[src/pwrctl_pkg.sv]
package pwrctl_pkg;

  // ----------------------------------------------------------------
  // Register map
  // ----------------------------------------------------------------
  localparam logic [7:0] PWRCTL_CTRL_OFS = 8'h00;
  localparam logic [7:0] PWRCTL_STAT_OFS = 8'h04;

  // Control register fields
  localparam int CTRL_SLOW_BIT   = 0;
  localparam int CTRL_AWU_BIT    = 1;
  localparam int CTRL_TB_IE_BIT  = 2;
  localparam int CTRL_OVF_IE_BIT = 3;
  localparam int CTRL_CK0_BIT    = 4;
  localparam int CTRL_CK1_BIT    = 5;
  localparam logic [5:0] CTRL_RESET = 6'h00;

  // Status register fields
  localparam int STAT_MODE_LSB = 0;
  localparam int STAT_SLOW_BIT = 3;
  localparam int STAT_OSC_BIT  = 4;
  localparam int STAT_LONG_BIT = 5;
  localparam int STAT_PLL_BIT  = 6;

  // ----------------------------------------------------------------
  // Instruction and timing constants
  // ----------------------------------------------------------------
  localparam logic [7:0] HALT_OPCODE  = 8'h8E;
  localparam int SLOW_DIV             = 32;
  localparam int STAB_SHORT_CYC       = 256;
  localparam int STAB_LONG_CYC        = 4096;
  localparam int CLK_PERIOD_NS        = 10;
  localparam int PLL_STARTUP_NS       = 1000;
  localparam int STRAP_CAPTURE_CYC    = 2;
  localparam int CNT_W                = 16;

  // Least time rounds up, never below one cycle
  function automatic int ns_to_cyc(input int ns);
    int c;
    c = (ns + CLK_PERIOD_NS - 1) / CLK_PERIOD_NS;
    return (c < 1) ? 1 : c;
  endfunction

  // Power modes
  typedef enum logic [2:0] {
    ST_STRAP, ST_START, ST_PLL, ST_RUN, ST_WAIT, ST_HALT, ST_ACTHALT, ST_AUTO_WAKE_FROM_HALT
  } pwrctl_state_e;

endpackage

[src/pwrctl_clk_if.sv]
`timescale 1ns/10ps
// Clock enable hand-off between the mode controller and the divider
interface pwrctl_clk_if;
  logic osc_run;
  logic slow_sel;
  logic tick;
  modport ctl (output osc_run, output slow_sel, input tick);
  modport div (input osc_run, input slow_sel, output tick);
endinterface

[src/pwrctl_clkdiv.sv]
`timescale 1ns/10ps
module pwrctl_clkdiv
  import pwrctl_pkg::*;
#(
  parameter int DIV = SLOW_DIV
)(
  input  wire logic   hclk,
  input  wire logic   hresetn,
  pwrctl_clk_if.div   cif
);

  logic [$clog2(DIV)-1:0] cnt_r;

  // ----------------------------------------------------------------
  // Divide counter
  // ----------------------------------------------------------------
  // Held at zero outside slow so the first slow tick is a full period
  always_ff @(posedge hclk or negedge hresetn)
  begin
    if (!hresetn)
      cnt_r <= '0;
    else if (!cif.osc_run || !cif.slow_sel)
      cnt_r <= '0;
    else
      cnt_r <= cnt_r + 1'b1;
  end

  // Master rate every cycle, slow rate once per wrap
  assign cif.tick = cif.osc_run && (!cif.slow_sel || (&cnt_r));

endmodule

[src/pwrctl_top.sv]
`timescale 1ns/10ps
// Overview of operation
// - Reset always ends in RUN, clocking everything at master rate.
// - Slow select divides CPU and peripheral clock by 32; clearing restores.
// - Wait-for-interrupt during slow gives slow-wait: peripherals keep divided clock.
// - Wait stops only the CPU clock; peripherals keep running.
// - Entering wait clears the interrupt mask bit.
// - Wait lasts until interrupt or reset, then CPU restarts at a vector.
// - Interrupt wake-up tells the CPU to push condition codes and mask.
// - Full halt only when active-halt and auto-wake are both off.
// - Halt wake restarts oscillator and counts 256 or 4096 cycles first.
// - Entering halt clears the mask so a pending interrupt wakes at once.
// - In halt the oscillator is off and no CPU or peripheral clock runs.
// - Watchdog-halt option picks watchdog reset or normal halt.
// - With PLL enabled, add a PLL start-up interval after wake-up.
// - Opcode 0x8E is decoded as the halt instruction.
// - Timebase enable, or overflow enable with clock select 01, gives active-halt.
// - Auto-wake enable turns halt into auto-wake-from-halt.
module pwrctl_top
  import pwrctl_pkg::*;
#(
  parameter int PLL_NS = PLL_STARTUP_NS
)(
  input  wire logic        hclk,
  input  wire logic        hresetn,
  input  wire logic        hsel,
  input  wire logic [31:0] haddr,
  input  wire logic [1:0]  htrans,
  input  wire logic        hwrite,
  input  wire logic [2:0]  hsize,
  input  wire logic [31:0] hwdata,
  input  wire logic        hready,
  output logic             hreadyout,
  output logic             hresp,
  output logic [31:0]      hrdata,
  input  wire logic        opcode_valid,
  input  wire logic [7:0]  opcode,
  input  wire logic        wait_for_interrupt_instr,
  input  wire logic        irq_pending,
  input  wire logic        irq_wake_halt,
  input  wire logic        irq_wake_active,
  input  wire logic        awu_irq,
  input  wire logic        watchdog_enabled,
  input  wire logic        stab_long_strap,
  input  wire logic        watchdog_halt_option,
  input  wire logic        pll_enable_option,
  output logic             cpu_clk_en,
  output logic             periph_clk_en,
  output logic             timer_clk_en,
  output logic             osc_enable,
  output logic             pll_clk_en,
  output logic             imask_clear,
  output logic             cpu_restart,
  output logic             restart_from_irq,
  output logic             irq_service,
  output logic             watchdog_reset_req,
  output logic [2:0]       power_mode
);

  localparam int PLL_CYC = ns_to_cyc(PLL_NS);
  localparam logic [CNT_W-1:0] STAB_SHORT_LD = CNT_W'(STAB_SHORT_CYC - 1);
  localparam logic [CNT_W-1:0] STAB_LONG_LD  = CNT_W'(STAB_LONG_CYC - 1);
  localparam logic [CNT_W-1:0] PLL_LD        = CNT_W'(PLL_CYC - 1);
  localparam logic [1:0]       STRAP_AT      = 2'(STRAP_CAPTURE_CYC);

  pwrctl_state_e    state_r;
  pwrctl_state_e    state_nxt;
  logic [5:0]       ctrl_r;
  logic [CNT_W-1:0] cnt_r;
  logic [CNT_W-1:0] boot_cnt_r;
  logic [2:0]       sync1_r;
  logic [2:0]       sync2_r;
  logic [1:0]       strap_cnt_r;
  logic             stab_long_r;
  logic             wdg_halt_rst_r;
  logic             pll_en_r;
  logic             wake_irq_r;
  logic             ap_valid_r;
  logic             ap_write_r;
  logic [7:0]       ap_addr_r;
  logic             halt_cmd;
  logic             act_halt_en;
  logic             wdg_trip;
  logic             ap_take;
  logic             restart_now;
  logic             restart_irq_now;
  logic             clk_on;

  pwrctl_clk_if cif ();

  // ----------------------------------------------------------------
  // Option pins: two-stage sync, then caught once after reset release
  // ----------------------------------------------------------------
  always_ff @(posedge hclk or negedge hresetn)
  begin
    if (!hresetn)
    begin
      sync1_r <= 3'h0;
      sync2_r <= 3'h0;
    end
    else
    begin
      sync1_r <= {pll_enable_option, watchdog_halt_option, stab_long_strap};
      sync2_r <= sync1_r;
    end
  end

  // Frozen until the next reset; late pin changes are ignored
  always_ff @(posedge hclk or negedge hresetn)
  begin
    if (!hresetn)
    begin
      strap_cnt_r    <= 2'h0;
      stab_long_r    <= 1'b0;
      wdg_halt_rst_r <= 1'b0;
      pll_en_r       <= 1'b0;
    end
    else if (strap_cnt_r != STRAP_AT)
      strap_cnt_r <= strap_cnt_r + 2'h1;
    else if (state_r == ST_STRAP)
    begin
      stab_long_r    <= sync2_r[0];
      wdg_halt_rst_r <= sync2_r[1];
      pll_en_r       <= sync2_r[2];
    end
  end

  // ----------------------------------------------------------------
  // Halt decision
  // ----------------------------------------------------------------
  assign halt_cmd    = opcode_valid && (opcode == HALT_OPCODE);
  assign act_halt_en = ctrl_r[CTRL_TB_IE_BIT] ||
                       (ctrl_r[CTRL_OVF_IE_BIT] && !ctrl_r[CTRL_CK1_BIT] &&
                        ctrl_r[CTRL_CK0_BIT]);
  // Active-halt wins over the watchdog reset option
  assign wdg_trip    = halt_cmd && watchdog_enabled && wdg_halt_rst_r && !act_halt_en;

  // ----------------------------------------------------------------
  // Mode state machine
  // ----------------------------------------------------------------
  always_comb
  begin
    state_nxt = state_r;
    case (state_r)
      ST_STRAP:
        if (strap_cnt_r == STRAP_AT)
          state_nxt = ST_START;
      ST_START:
        if (cnt_r == '0)
          state_nxt = pll_en_r ? ST_PLL : ST_RUN;
      ST_PLL:
        if (cnt_r == '0)
          state_nxt = ST_RUN;
      ST_RUN:
        if (wait_for_interrupt_instr)
          state_nxt = ST_WAIT;
        else if (halt_cmd && !wdg_trip)
        begin
          if (act_halt_en)
            state_nxt = ST_ACTHALT;
          else if (ctrl_r[CTRL_AWU_BIT])
            state_nxt = ST_AUTO_WAKE_FROM_HALT;
          else
            state_nxt = ST_HALT;
        end
      ST_WAIT:
        if (irq_pending)
          state_nxt = ST_RUN;
      ST_HALT:
        if (irq_wake_halt)
          state_nxt = ST_START;
      ST_AUTO_WAKE_FROM_HALT:
        if (irq_wake_halt || awu_irq)
          state_nxt = ST_START;
      ST_ACTHALT:
        if (irq_wake_active)
          state_nxt = ST_RUN;
      default:
        state_nxt = ST_START;
    endcase
  end

  // Reset lands in the strap window, then stabilises, then RUN
  always_ff @(posedge hclk or negedge hresetn)
  begin
    if (!hresetn)
      state_r <= ST_STRAP;
    else
      state_r <= state_nxt;
  end

  // ----------------------------------------------------------------
  // Stabilisation and PLL counter
  // ----------------------------------------------------------------
  always_ff @(posedge hclk or negedge hresetn)
  begin
    if (!hresetn)
      cnt_r <= '0;
    else if (state_nxt == ST_START && state_r != ST_START)
      cnt_r <= (state_r == ST_STRAP ? sync2_r[0] : stab_long_r) ?
               STAB_LONG_LD : STAB_SHORT_LD;
    else if (state_nxt == ST_PLL && state_r != ST_PLL)
      cnt_r <= PLL_LD;
    else if (cnt_r != '0)
      cnt_r <= cnt_r - 1'b1;
  end

  // Remembers what woke a halt: reset or interrupt
  always_ff @(posedge hclk or negedge hresetn)
  begin
    if (!hresetn)
      wake_irq_r <= 1'b0;
    else if ((state_r == ST_HALT || state_r == ST_AUTO_WAKE_FROM_HALT) && state_nxt == ST_START)
      wake_irq_r <= 1'b1;
    else if (state_r == ST_RUN)
      wake_irq_r <= 1'b0;
  end

  // ----------------------------------------------------------------
  // Restart, mask and watchdog pulses
  // ----------------------------------------------------------------
  assign restart_now     = (state_nxt == ST_RUN) && (state_r != ST_RUN);
  assign restart_irq_now = (state_r == ST_WAIT) || (state_r == ST_ACTHALT) || wake_irq_r;

  always_ff @(posedge hclk or negedge hresetn)
  begin
    if (!hresetn)
    begin
      cpu_restart        <= 1'b0;
      restart_from_irq   <= 1'b0;
      irq_service        <= 1'b0;
      imask_clear        <= 1'b0;
      watchdog_reset_req <= 1'b0;
    end
    else
    begin
      cpu_restart        <= restart_now;
      irq_service        <= restart_now && restart_irq_now;
      imask_clear        <= (state_r == ST_RUN) && (state_nxt != ST_RUN);
      watchdog_reset_req <= (state_r == ST_RUN) && wdg_trip && !wait_for_interrupt_instr;
      if (restart_now)
        restart_from_irq <= restart_irq_now;
    end
  end

  // ----------------------------------------------------------------
  // Clock gating
  // ----------------------------------------------------------------
  // Slow setting lives in ctrl_r, untouched by wait entry or exit
  assign clk_on       = (state_r == ST_RUN) || (state_r == ST_WAIT) ||
                        (state_r == ST_ACTHALT);
  assign cif.osc_run  = clk_on;
  assign cif.slow_sel = ctrl_r[CTRL_SLOW_BIT];

  pwrctl_clkdiv #(
    .DIV (SLOW_DIV)
  ) u_div (
    .hclk    (hclk),
    .hresetn (hresetn),
    .cif     (cif)
  );

  assign cpu_clk_en    = cif.tick && (state_r == ST_RUN);
  // Slow wait: same divided tick, CPU gated off
  assign periph_clk_en = cif.tick && (state_r == ST_RUN || state_r == ST_WAIT);
  assign timer_clk_en  = cif.tick;
  assign osc_enable    = (state_r != ST_HALT) && (state_r != ST_AUTO_WAKE_FROM_HALT);
  assign pll_clk_en    = clk_on;
  assign power_mode    = state_r;

  // ----------------------------------------------------------------
  // AHB-Lite slave: zero wait states, always OKAY
  // ----------------------------------------------------------------
  assign ap_take   = hsel && hready && htrans[1];
  assign hreadyout = 1'b1;
  assign hresp     = 1'b0;

  always_ff @(posedge hclk or negedge hresetn)
  begin
    if (!hresetn)
    begin
      ap_valid_r <= 1'b0;
      ap_write_r <= 1'b0;
      ap_addr_r  <= 8'h00;
    end
    else
    begin
      ap_valid_r <= ap_take;
      ap_write_r <= hwrite;
      ap_addr_r  <= haddr[7:0];
    end
  end

  // Control register written in the data phase
  always_ff @(posedge hclk or negedge hresetn)
  begin
    if (!hresetn)
      ctrl_r <= CTRL_RESET;
    else if (ap_valid_r && ap_write_r && ap_addr_r == PWRCTL_CTRL_OFS)
      ctrl_r <= hwdata[5:0];
  end

  // Read data registered at the address phase; unmapped reads zero
  always_ff @(posedge hclk or negedge hresetn)
  begin
    if (!hresetn)
      hrdata <= 32'h0000_0000;
    else if (ap_take && !hwrite)
    begin
      hrdata <= 32'h0000_0000;
      if (haddr[7:0] == PWRCTL_CTRL_OFS)
        hrdata[5:0] <= ctrl_r;
      else if (haddr[7:0] == PWRCTL_STAT_OFS)
      begin
        hrdata[STAT_MODE_LSB +: 3] <= state_r;
        hrdata[STAT_SLOW_BIT]      <= ctrl_r[CTRL_SLOW_BIT];
        hrdata[STAT_OSC_BIT]       <= osc_enable;
        hrdata[STAT_LONG_BIT]      <= stab_long_r;
        hrdata[STAT_PLL_BIT]       <= pll_en_r;
      end
    end
  end

  // Boot and wake cycles, saturating, so a stuck start-up is caught
  always_ff @(posedge hclk or negedge hresetn)
    if (!hresetn)
      boot_cnt_r <= '0;
    else if (state_r == ST_STRAP || state_r == ST_START || state_r == ST_PLL)
      boot_cnt_r <= boot_cnt_r + CNT_W'(boot_cnt_r != '1);
    else
      boot_cnt_r <= '0;
endmodule

[config.mk]
export PLATFORM = sky130hd
export DESIGN_NAME = pwrctl_top
export DESIGN_NICKNAME = d
export VERILOG_FILES = /design/src/pwrctl_pkg.sv /design/src/pwrctl_clk_if.sv /design/src/pwrctl_clkdiv.sv /design/src/pwrctl_top.sv
export SDC_FILE = /design/constraint.sdc
export NUM_CORES = 1
export LEC_CHECK = 0
export ABC_AREA = 0
export BUFFER_PORTS_ARGS = -buffer_cell sky130_fd_sc_hd__buf_2
export CAP_MARGIN = 15
export CORE_MARGIN = 2
export CORE_UTILIZATION = 35
export CTS_BUF_LIST = sky130_fd_sc_hd__clkbuf_16
export CTS_CLUSTER_SIZE = 12
export DETAILED_ROUTE_END_ITERATION = 10
export PLACE_DENSITY = 0.67
export SYNTH_ARGS = -nofsm -noshare
export SYNTH_HDL_FRONTEND = slang
export SYNTH_HIERARCHICAL = 1
export SYNTH_SLANG_ARGS = --single-unit
[constraint.sdc]
create_clock -name hclk -period 2.1 [get_ports hclk]
set_input_delay 0.63 -clock hclk [delete_from_list [all_inputs] [get_ports hclk]]
set_output_delay 0.63 -clock hclk [all_outputs]
set_load 0.03 [all_outputs]
==> results of run 1 <==
layout by cell type (no fill, tap or decap), types with 3 or more instances in the layout:
cell	instances
o31ai_1	3
ha_1	3
conb_1	27
mux2_2	11
mux2i_1	9
nor2b_1	3
nor3_1	10
nor4_1	6
xor2_1	4
inv_1	6
nand2_1	24
and3_1	3
o21ai_0	12
nand3b_1	3
clkbuf_16	9
or3_1	4
a21oi_1	3
buf_4	68
dfrtp_1	62
nor3_2	3
and2_1	3
nand3_1	4
xnor2_1	12
buf_6	11
nor2_1	13
buf_2	52
logic make-up (layout without fill, tap and decap cells):
logic type                 after synthesis  after routing  synth area share
muxes                                   20             20           0.06727
DFF                                     64             64            0.5035
and+or+nand+nor                        107            107            0.1876
buffers and inverters                   44            157           0.08654
xor gates and xnor gates                16             16           0.04406
other                                    2             27          0.002361
adders and majority gates                5              5           0.01967
AOI/OAI and AO/OA                       37             37           0.08891
power by group:
group / internal [mW] / leakage (nW) / switching [mW]
combinational: 0.541 / 1.26 / 0.494
clock: 0.904 / 0.136 / 0.529
sequential: 1.43 / 0.799 / 0.127
total: 2.88 / 2.19 / 1.15
flip-flops by register name, indices dropped and copies added, names as in the netlist, 2 cells and up:
name and cells:
cnt_r 16, ap_addr_r 8, hrdata 7, ctrl_r 6, u_div/cnt_r 5, power_mode 3, sync1_r 3, sync2_r 3
strap_cnt_r 2
metal layers:
metal	up-vias	track usage	part of all wire
met5	-	0	0
met4	0	0.05479	0.018
met3	11	0.04427	0.049
met2	80	0.2786	0.50
met1	1249	0.2025	0.43
li1	1245	-	-
critical path: stages:
cell	delay, ps
buf_6	90
or4b_4	530
or4_4	520
o21ai_4	170
o211ai_4	100
buf_6	140
o211a_4	270
or3_1	360
area by class of cell:
cell class,instances,area (um^2)
inverters,8,32.53
clock inverters,7,62.56
repair buffers,133,934.6
flip-flops and latches,64,1604
well taps,108,135.1
multi-input cells,212,1548
clock buffers,9,225.2
fillers,776,4222
worst paths after layout:
path	to	slack [ps]	depth (start not counted)
max reg2reg	cnt_r[9]	-370	9
max	cnt_r[1]	-500	8
max in group asynchronous	power_mode[1]	1260	2
min	u_div/cnt_r[4]	280	1
min reg2reg	sync2_r[1]	350	0
min in group hclk	sync2_r[1]	350	0
metrics by stage:
step,setup TNS (ps),area (um^2)
floorplan,-10440,3327
global placement,-17120,4021
detailed placement,-17920,4021
CTS,-8804,4489
global route,-10900,4542
finish,-9562,4542
what timing repair did:
item | in CTS | in global routing
pin swaps | 13 | 3
endpoints found under the setup margin | 26 | 26
gates resized for setup | 32 | 10
buffers inserted | 8 | 2
hold buffers | 0 | 0
==> results.py, run 1 <==
metrics = {
    "power": {
        "power.density_mw_per_mm2": 887.3,
        "p_leak_nw": 2.190,
        "vdd_drop_max_uv": 388.8,
        "power.total_mw": 4.030,
    },
    "logic_synthesis": {
        "synth_seq_area_share": 0.5035,
        "synthTopCellsByCount": "dfrtp_1, buf_4, nand2_1",
        "synthFlopType": "dfrtp_1",
        "syn_area_mm2": 0.003181,
        "synth.largest_area_cell": "dfrtp_1",
        "synth-edff-count": 0,
        "synthArstFlopShare": 1.000,
        "yosysTopAreaCellShare": 0.5035,
        "synth.area.top_cells": "dfrtp_1, buf_4, mux2_2",
        "avgSynthCellArea_um2": 10.78,
        "ys_types": 55,
        "ys_warn_count": 6,
        "postSynthCellCount": 295,
        "ys_ff_latch": 64,
        "synth.most_common_cell": "dfrtp_1",
    },
    "clock_tree": {
        "cts_buffer_depth": 2,
        "htreeDepth": 3,
        "worstSkewPairLatency_ps": 320,
        "cts-root-buf": "clkbuf_16",
        "cts_tree": "built",
        "path_clk_slew_ps": 60,
        "clock-sinks": 64,
        "numCtsBuffers": 9,
    },
    "global_route": {
        "overflow": 0,
        "grt_pass1_wl_um": 12620,
        "antenna_found_initial": 0,
        "grt_pass1_vias": 2571,
        "grt_use_total": 0.1640,
        "grt_max_degree": 35,
    },
    "placed_design": {
        "place.gp.congestion": 0.7602,
        "place_ws_ps": -953.7,
        "place_inst": 515,
        "hpwl_um": 5381,
        "portBuffers": 57,
    },
    "route": {
        "num_vias": 2585,
        "drc_errors": 0,
        "vias_per_cell": 4.778,
        "wl_um": 7553,
        "drtPass1Iterations": 4,
        "postRouteAntennaNets": 0,
        "routedWlPerCell_um": 13.96,
        "first_iter_violations": 55,
    },
    "sta": {
        "rsz0062_at_grt": "true",
        "max_freq_mhz": 384.1,
        "setup_violations": 25,
        "clock_skew_ps": 5.950,
        "worst_slack_ps": -503.3,
        "min_period_ps": 2603,
        "slew_violations": 0,
        "whs_ps": 279.1,
        "tightest_slew_ps": 528.0,
        "hold_viol": 0,
        "slew_headroom": 0.6480,
        "timing.final.crit_share": 1.240,
    },
    "floorplanning": {
        "rows": 34,
        "die_h_um": 99.33,
        "die_area_mm2": 0.009865,
        "io_pins": 139,
        "initial_core_util": 0.3629,
        "core_area_mm2": 0.008763,
        "die_x_um": 99.33,
    },
    "cells_and_area": {
        "drive_gt1_frac": 0.4596,
        "num_antenna_cells": 0,
        "utilization": 0.5183,
        "area_growth_syn_to_layout_pct": 42.80,
        "nets": 525,
        "final_cells": 541,
    },
    "min_path": {
        "hold_path.class": "input port to async pin",
    },
    "worst_setup_path": {
        "path_max_fanout": 7,
        "end_kind": "register",
        "cp-startpoint": "opcode[5]",
        "start_kind": "input port",
        "critical_path_class": "input port to register",
        "arrival_ps": 2810,
        "r2r-start": "cnt_r[4]",
        "cp.required_ps": 2300,
    },
    "status": {
        "violations": "setup timing",
        "status": "complete, but fails checks",
    },
    "flow_run": {
        "maxCapViolations": 0,
    },
}
Note: power is estimated with default switching activity, not from simulation.
==> run 2, diff against run 1 <==
Settings changed: PLACE_DENSITY 0.67 to 0.63, REMOVE_ABC_BUFFERS set to 1.
==> results.py, run 2 (same netlist as run 1, synthesis figures left out) <==
metrics = {
    "worst_setup_path": {
        "cp-startpoint": "opcode[5]",
        "cp.required_ps": 2310,
        "reg2reg_depth": 7,
        "slowest_stage": "or4b_4",
        "r2r_end": "cnt_r[14]",
        "path_max_fanout": 4,
        "slowest_delay_ps": 530,
        "start_kind": "input port",
        "arrival_ps": 2790,
        "critical_path_class": "input port to register",
        "r2r_slack_ps": -290,
        "r2r-start": "cnt_r[6]",
        "end_kind": "register",
        "crit_chain": "buf_6, or4b_4, or4_4, o21ai_4, o211ai_4, nor4_4, buf_4, nor3_1, a2bb2oi_2",
    },
    "route": {
        "drtPass1Iterations": 4,
        "drc_errors": 0,
        "wl_um": 6825,
        "vias_per_cell": 4.738,
        "num_vias": 2478,
        "routedWlPerCell_um": 13.05,
        "postRouteAntennaNets": 0,
        "first_iter_violations": 62,
    },
    "min_path": {
        "hold_path.class": "input port to async pin",
    },
    "global_route": {
        "grt_pass1_wl_um": 11460,
        "grt_max_degree": 65,
        "overflow": 0,
        "antenna_found_initial": 0,
        "grt_pass1_vias": 2473,
        "grt_use_total": 0.1471,
    },
    "clock_tree": {
        "clock-sinks": 64,
        "path_clk_slew_ps": 60,
        "numCtsBuffers": 9,
        "worstSkewPairLatency_ps": 330,
        "postCtsHoldBufs": 0,
        "cts-root-buf": "clkbuf_16",
        "htreeDepth": 3,
        "cts_tree": "built",
        "cts_buffer_depth": 2,
    },
    "cells_and_area": {
        "largest-register": "cnt_r",
        "drive_gt1_frac": 0.4337,
        "largestRegisters": "cnt_r (16), ap_addr_r (8), hrdata (7)",
        "nets": 507,
        "largest_reg_flops": 16,
        "final_common_cell": "dfrtp_1",
        "num_antenna_cells": 0,
        "area_growth_syn_to_layout_pct": 38.67,
        "final_cell_mix": "dfrtp_1, buf_4, buf_2",
    },
    "power": {
        "vdd_drop_max_uv": 471.2,
        "p_leak_nw": 2.095,
        "power.total_mw": 4.106,
        "power.density_mw_per_mm2": 930.9,
    },
    "placed_design": {
        "portBuffers": 57,
        "place.gp.congestion": 0.8193,
        "hpwl_um": 4958,
    },
    "sta": {
        "timing.final.crit_share": 1.229,
        "setup_violations": 25,
        "worst_slack_ps": -480.5,
        "min_period_ps": 2581,
        "rsz0062_at_grt": "true",
        "max_freq_mhz": 387.5,
        "hold_viol": 0,
        "whs_ps": 296.0,
        "slew_violations": 0,
        "clock_skew_ps": 7.337,
    },
    "floorplanning": {
        "die_area_mm2": 0.009865,
        "io_pins": 139,
        "die_h_um": 99.33,
        "initial_core_util": 0.3629,
        "rows": 34,
        "core_area_mm2": 0.008763,
        "die_x_um": 99.33,
    },
    "flow_run": {
        "maxCapViolations": 0,
    },
    "status": {
        "violations": "setup timing",
        "status": "complete, but fails checks",
    },
}
-- run 2: layout make-up --
class / count / area [um^2]
fillers: 786 / 4353
flip-flops and latches: 64 / 1605
multi-input cells: 212 / 1545
repair buffers: 115 / 772.0
clock buffers: 9 / 225.2
well taps: 108 / 135.1
clock inverters: 7 / 97.59
inverters: 8 / 30.03
-- run 2: where the power goes --
group | leakage, nW | total (mW) | switching (mW) | internal (mW)
Sequential | 0.797 | 1.56 | 0.122 | 1.43
Combinational | 1.14 | 0.966 | 0.479 | 0.487
Clock | 0.157 | 1.58 | 0.544 | 1.04
Total | 2.09 | 4.11 | 1.15 | 2.96
-- run 2: timing repair --
item / 4_1_cts / 5_1_grt
resized for setup: 30 / 16
pin swaps: 15 / 5
cloned: 0 / 0
setup endpoints to repair: 26 / 26
buffers inserted: 4 / 4
-- run 2: per-stage QoR --
stage	worst slack, ps	TNS, ps	area, um^2	instances	util
6_report	-480.5	-8871	4410	523	0.5033
3_5_place_dp	-869.6	-16500	3837	499	0.4379
2_1_floorplan	-1128	-16460	3029	284	-
4_1_cts	-471.0	-8211	4315	519	0.4924
3_3_place_gp	-844.5	-16050	3837	499	0.4379
5_1_grt	-567.9	-10550	4410	523	0.5033
-- run 2: worst max-delay path by stage --
stage	cells past startpoint	slack, ps	endpoint
6_report	9	-480	cnt_r[11]
5_1_grt	9	-570	cnt_r[10]
4_1_cts	9	-470	cnt_r[8]
3_5_place_dp	9	-870	cnt_r[8]
3_3_place_gp	9	-840	cnt_r[8]
2_1_floorplan	4	-1130	cpu_clk_en
-- run 2: critical path: cells and delay by family --
family | cells | cell delay, ps
simple gates | 4 | 1470
compound gates | 3 | 420
buf+inv | 2 | 280
-- run 2: per-layer routing --
| metal | global-route usage | vias up | wire length, um |
|---|---|---|---|
| li1 | - | 1214 | - |
| met1 | 0.1872 | 1189 | 3054 |
| met2 | 0.2432 | 66 | 3396 |
| met3 | 0.03795 | 9 | 274 |
| met4 | 0.05163 | 0 | 99 |
| met5 | 0 | - | 0 |
==> run 3, diff against run 2 <==
Settings changed: BUFFER_PORTS_ARGS -buffer_cell sky130_fd_sc_hd__buf_2 to unset, DONT_BUFFER_PORTS set to 1, PLACE_DENSITY 0.63 to 0.5.
==> results.py, run 3 (same netlist as run 1, synthesis figures left out) <==
metrics = {
    "status": {
        "status": "complete, but fails checks",
        "violations": "hold timing, setup timing",
    },
    "worst_setup_path": {
        "slowest_delay_ps": 530,
        "arrival_ps": 2720,
        "critPathTopFamily": "simple AND/OR/NAND/NOR gates",
        "critical_path_class": "input port to register",
        "crit_chain": "or4b_4, or4_4, o21ai_4, o211ai_4, o211a_4, nor3_1, a2bb2oi_1",
        "start_kind": "input port",
        "slowest_stage": "or4b_4",
        "path_max_fanout": 7,
        "crit_buf_inv": 0,
        "end_kind": "register",
        "cp.required_ps": 2340,
    },
    "global_route": {
        "grt_pass1_wl_um": 11490,
        "antenna_found_initial": 0,
        "grt_pass1_vias": 2278,
        "overflow": 0,
        "grt_max_degree": 65,
        "grt_use_total": 0.1475,
    },
    "clock_tree": {
        "cts_buffer_depth": 2,
        "cts_tree": "built",
        "worstSkewPairLatency_ps": 330,
        "cts-root-buf": "clkbuf_16",
        "htreeDepth": 3,
        "clock-sinks": 64,
        "numCtsBuffers": 9,
        "path_clk_slew_ps": 60,
    },
    "route": {
        "first_iter_violations": 45,
        "routedWlPerCell_um": 14.15,
        "num_vias": 2271,
        "drc_errors": 0,
        "drtPass1Iterations": 4,
        "vias_per_cell": 4.781,
        "postRouteAntennaNets": 0,
        "wl_um": 6720,
    },
    "cells_and_area": {
        "utilization": 0.4750,
        "multi_input_area_mm2": 0.001523,
        "ff_latch_area_mm2": 0.001604,
        "num_antenna_cells": 0,
        "largest_reg_flops": 16,
        "nets": 459,
        "nFillCells": 822,
        "final_cells": 475,
        "drive_gt1_frac": 0.3569,
        "final_cell_mix": "dfrtp_1, buf_4, conb_1",
        "final_common_cell": "dfrtp_1",
        "largestRegisters": "cnt_r (16), ap_addr_r (8), hrdata (7)",
        "final_area_mm2": 0.004163,
        "area_growth_syn_to_layout_pct": 30.88,
        "largest-register": "cnt_r",
    },
    "sta": {
        "slew_violations": 0,
        "min_period_ps": 2476,
        "rsz0062_at_grt": "true",
        "timing.final.crit_share": 1.179,
        "max_freq_mhz": 403.8,
        "whs_ps": -8.036,
        "setup_violations": 24,
        "worst_slack_ps": -376.4,
        "hold_viol": 34,
        "clock_skew_ps": 8.318,
    },
    "placed_design": {
        "portBuffers": 0,
        "hpwl_um": 4795,
        "placed_area_mm2": 0.003622,
        "place_ws_ps": -772.2,
        "place.gp.congestion": 0.8057,
        "place_inst": 453,
    },
    "floorplanning": {
        "rows": 34,
        "core_area_mm2": 0.008763,
        "initial_core_util": 0.3629,
        "die_x_um": 99.33,
        "io_pins": 139,
        "die_area_mm2": 0.009865,
        "die_h_um": 99.33,
    },
    "min_path": {
        "hold_path.class": "input port to async pin",
    },
    "power": {
        "power.total_mw": 4.237,
        "p_leak_nw": 1.899,
        "vdd_drop_max_uv": 460.1,
        "power.density_mw_per_mm2": 1018,
    },
    "flow_run": {
        "maxCapViolations": 0,
    },
}
==> run 3: changes by cell type in the layout (fill, tap and decap cells not counted), moves of 2 or more <==
cell	before	now
nor3_4	2	0
buf_2	52	0
o31ai_1	5	3
a2bb2oi_2	3	0
nor3_2	1	3
buf_4	54	61
a2bb2oi_1	1	4
==> run 3: final cells by class <==
class / instances / area share
well taps: 108 / 0.03246
inverters: 8 / 0.007214
repair buffers: 67 / 0.1262
clock inverters: 7 / 0.02885
flip-flops and latches: 64 / 0.3853
clock buffers: 9 / 0.05410
multi-input cells: 212 / 0.3658
==> run 3: path summary, 6_finish.rpt <==
kind | slack (ps) | end | cells after the start | from
max | -380 | cnt_r[9] | 7 | opcode[5]
min | -8 | u_div/cnt_r[3] | 0 | hresetn
max reg2reg | -230 | cnt_r[9] | 8 | cnt_r[10]
min reg2reg | 340 | sync2_r[1] | 0 | sync1_r[1]
max in group asynchronous | 1990 | cnt_r[5] | 0 | hresetn
min in group hclk | 320 | ap_addr_r[5] | 0 | haddr[5]
==> run 3: routing by layer <==
layer | global-route usage | vias to the layer above | share of wire
met5 | 0 | - | 0
li1 | - | 1107 | -
met4 | 0.04742 | 0 | 0.017
met2 | 0.2261 | 70 | 0.47
met1 | 0.1939 | 1082 | 0.45
met3 | 0.05552 | 12 | 0.058
==> run 3: worst reg2reg max path: stages, from the launching register on <==
cell and delay (ps):
dfrtp_1 370, or3_1 420, nor4_2 240, and3_4 290
and2_1 210, o21ai_4 90, buf_4 130, nor3_2 260
a2bb2oi_1 230
==> run 3: repair_timing <==
action,CTS,global route
setup endpoints to repair,24,25
gates cloned,1,0
pin swaps,14,2
hold endpoints to repair,64,64
gates resized for setup,22,17
buffers inserted,3,2
==> run 3: stage by stage <==
stage | hold slack, ps | TNS (ps)
2_1_floorplan | 331.2 | -16460
3_3_place_gp | 332.5 | -14180
3_5_place_dp | 335.3 | -14640
4_1_cts | -23.44 | -6032
5_1_grt | -26.24 | -7614
6_report | -8.036 | -6594
==> run 3: power breakdown <==
part / internal [mW] / switching (mW) / total [mW]
combinational: 0.529 / 0.436 / 0.965
sequential: 1.43 / 0.125 / 1.56
clock: 1.16 / 0.554 / 1.71
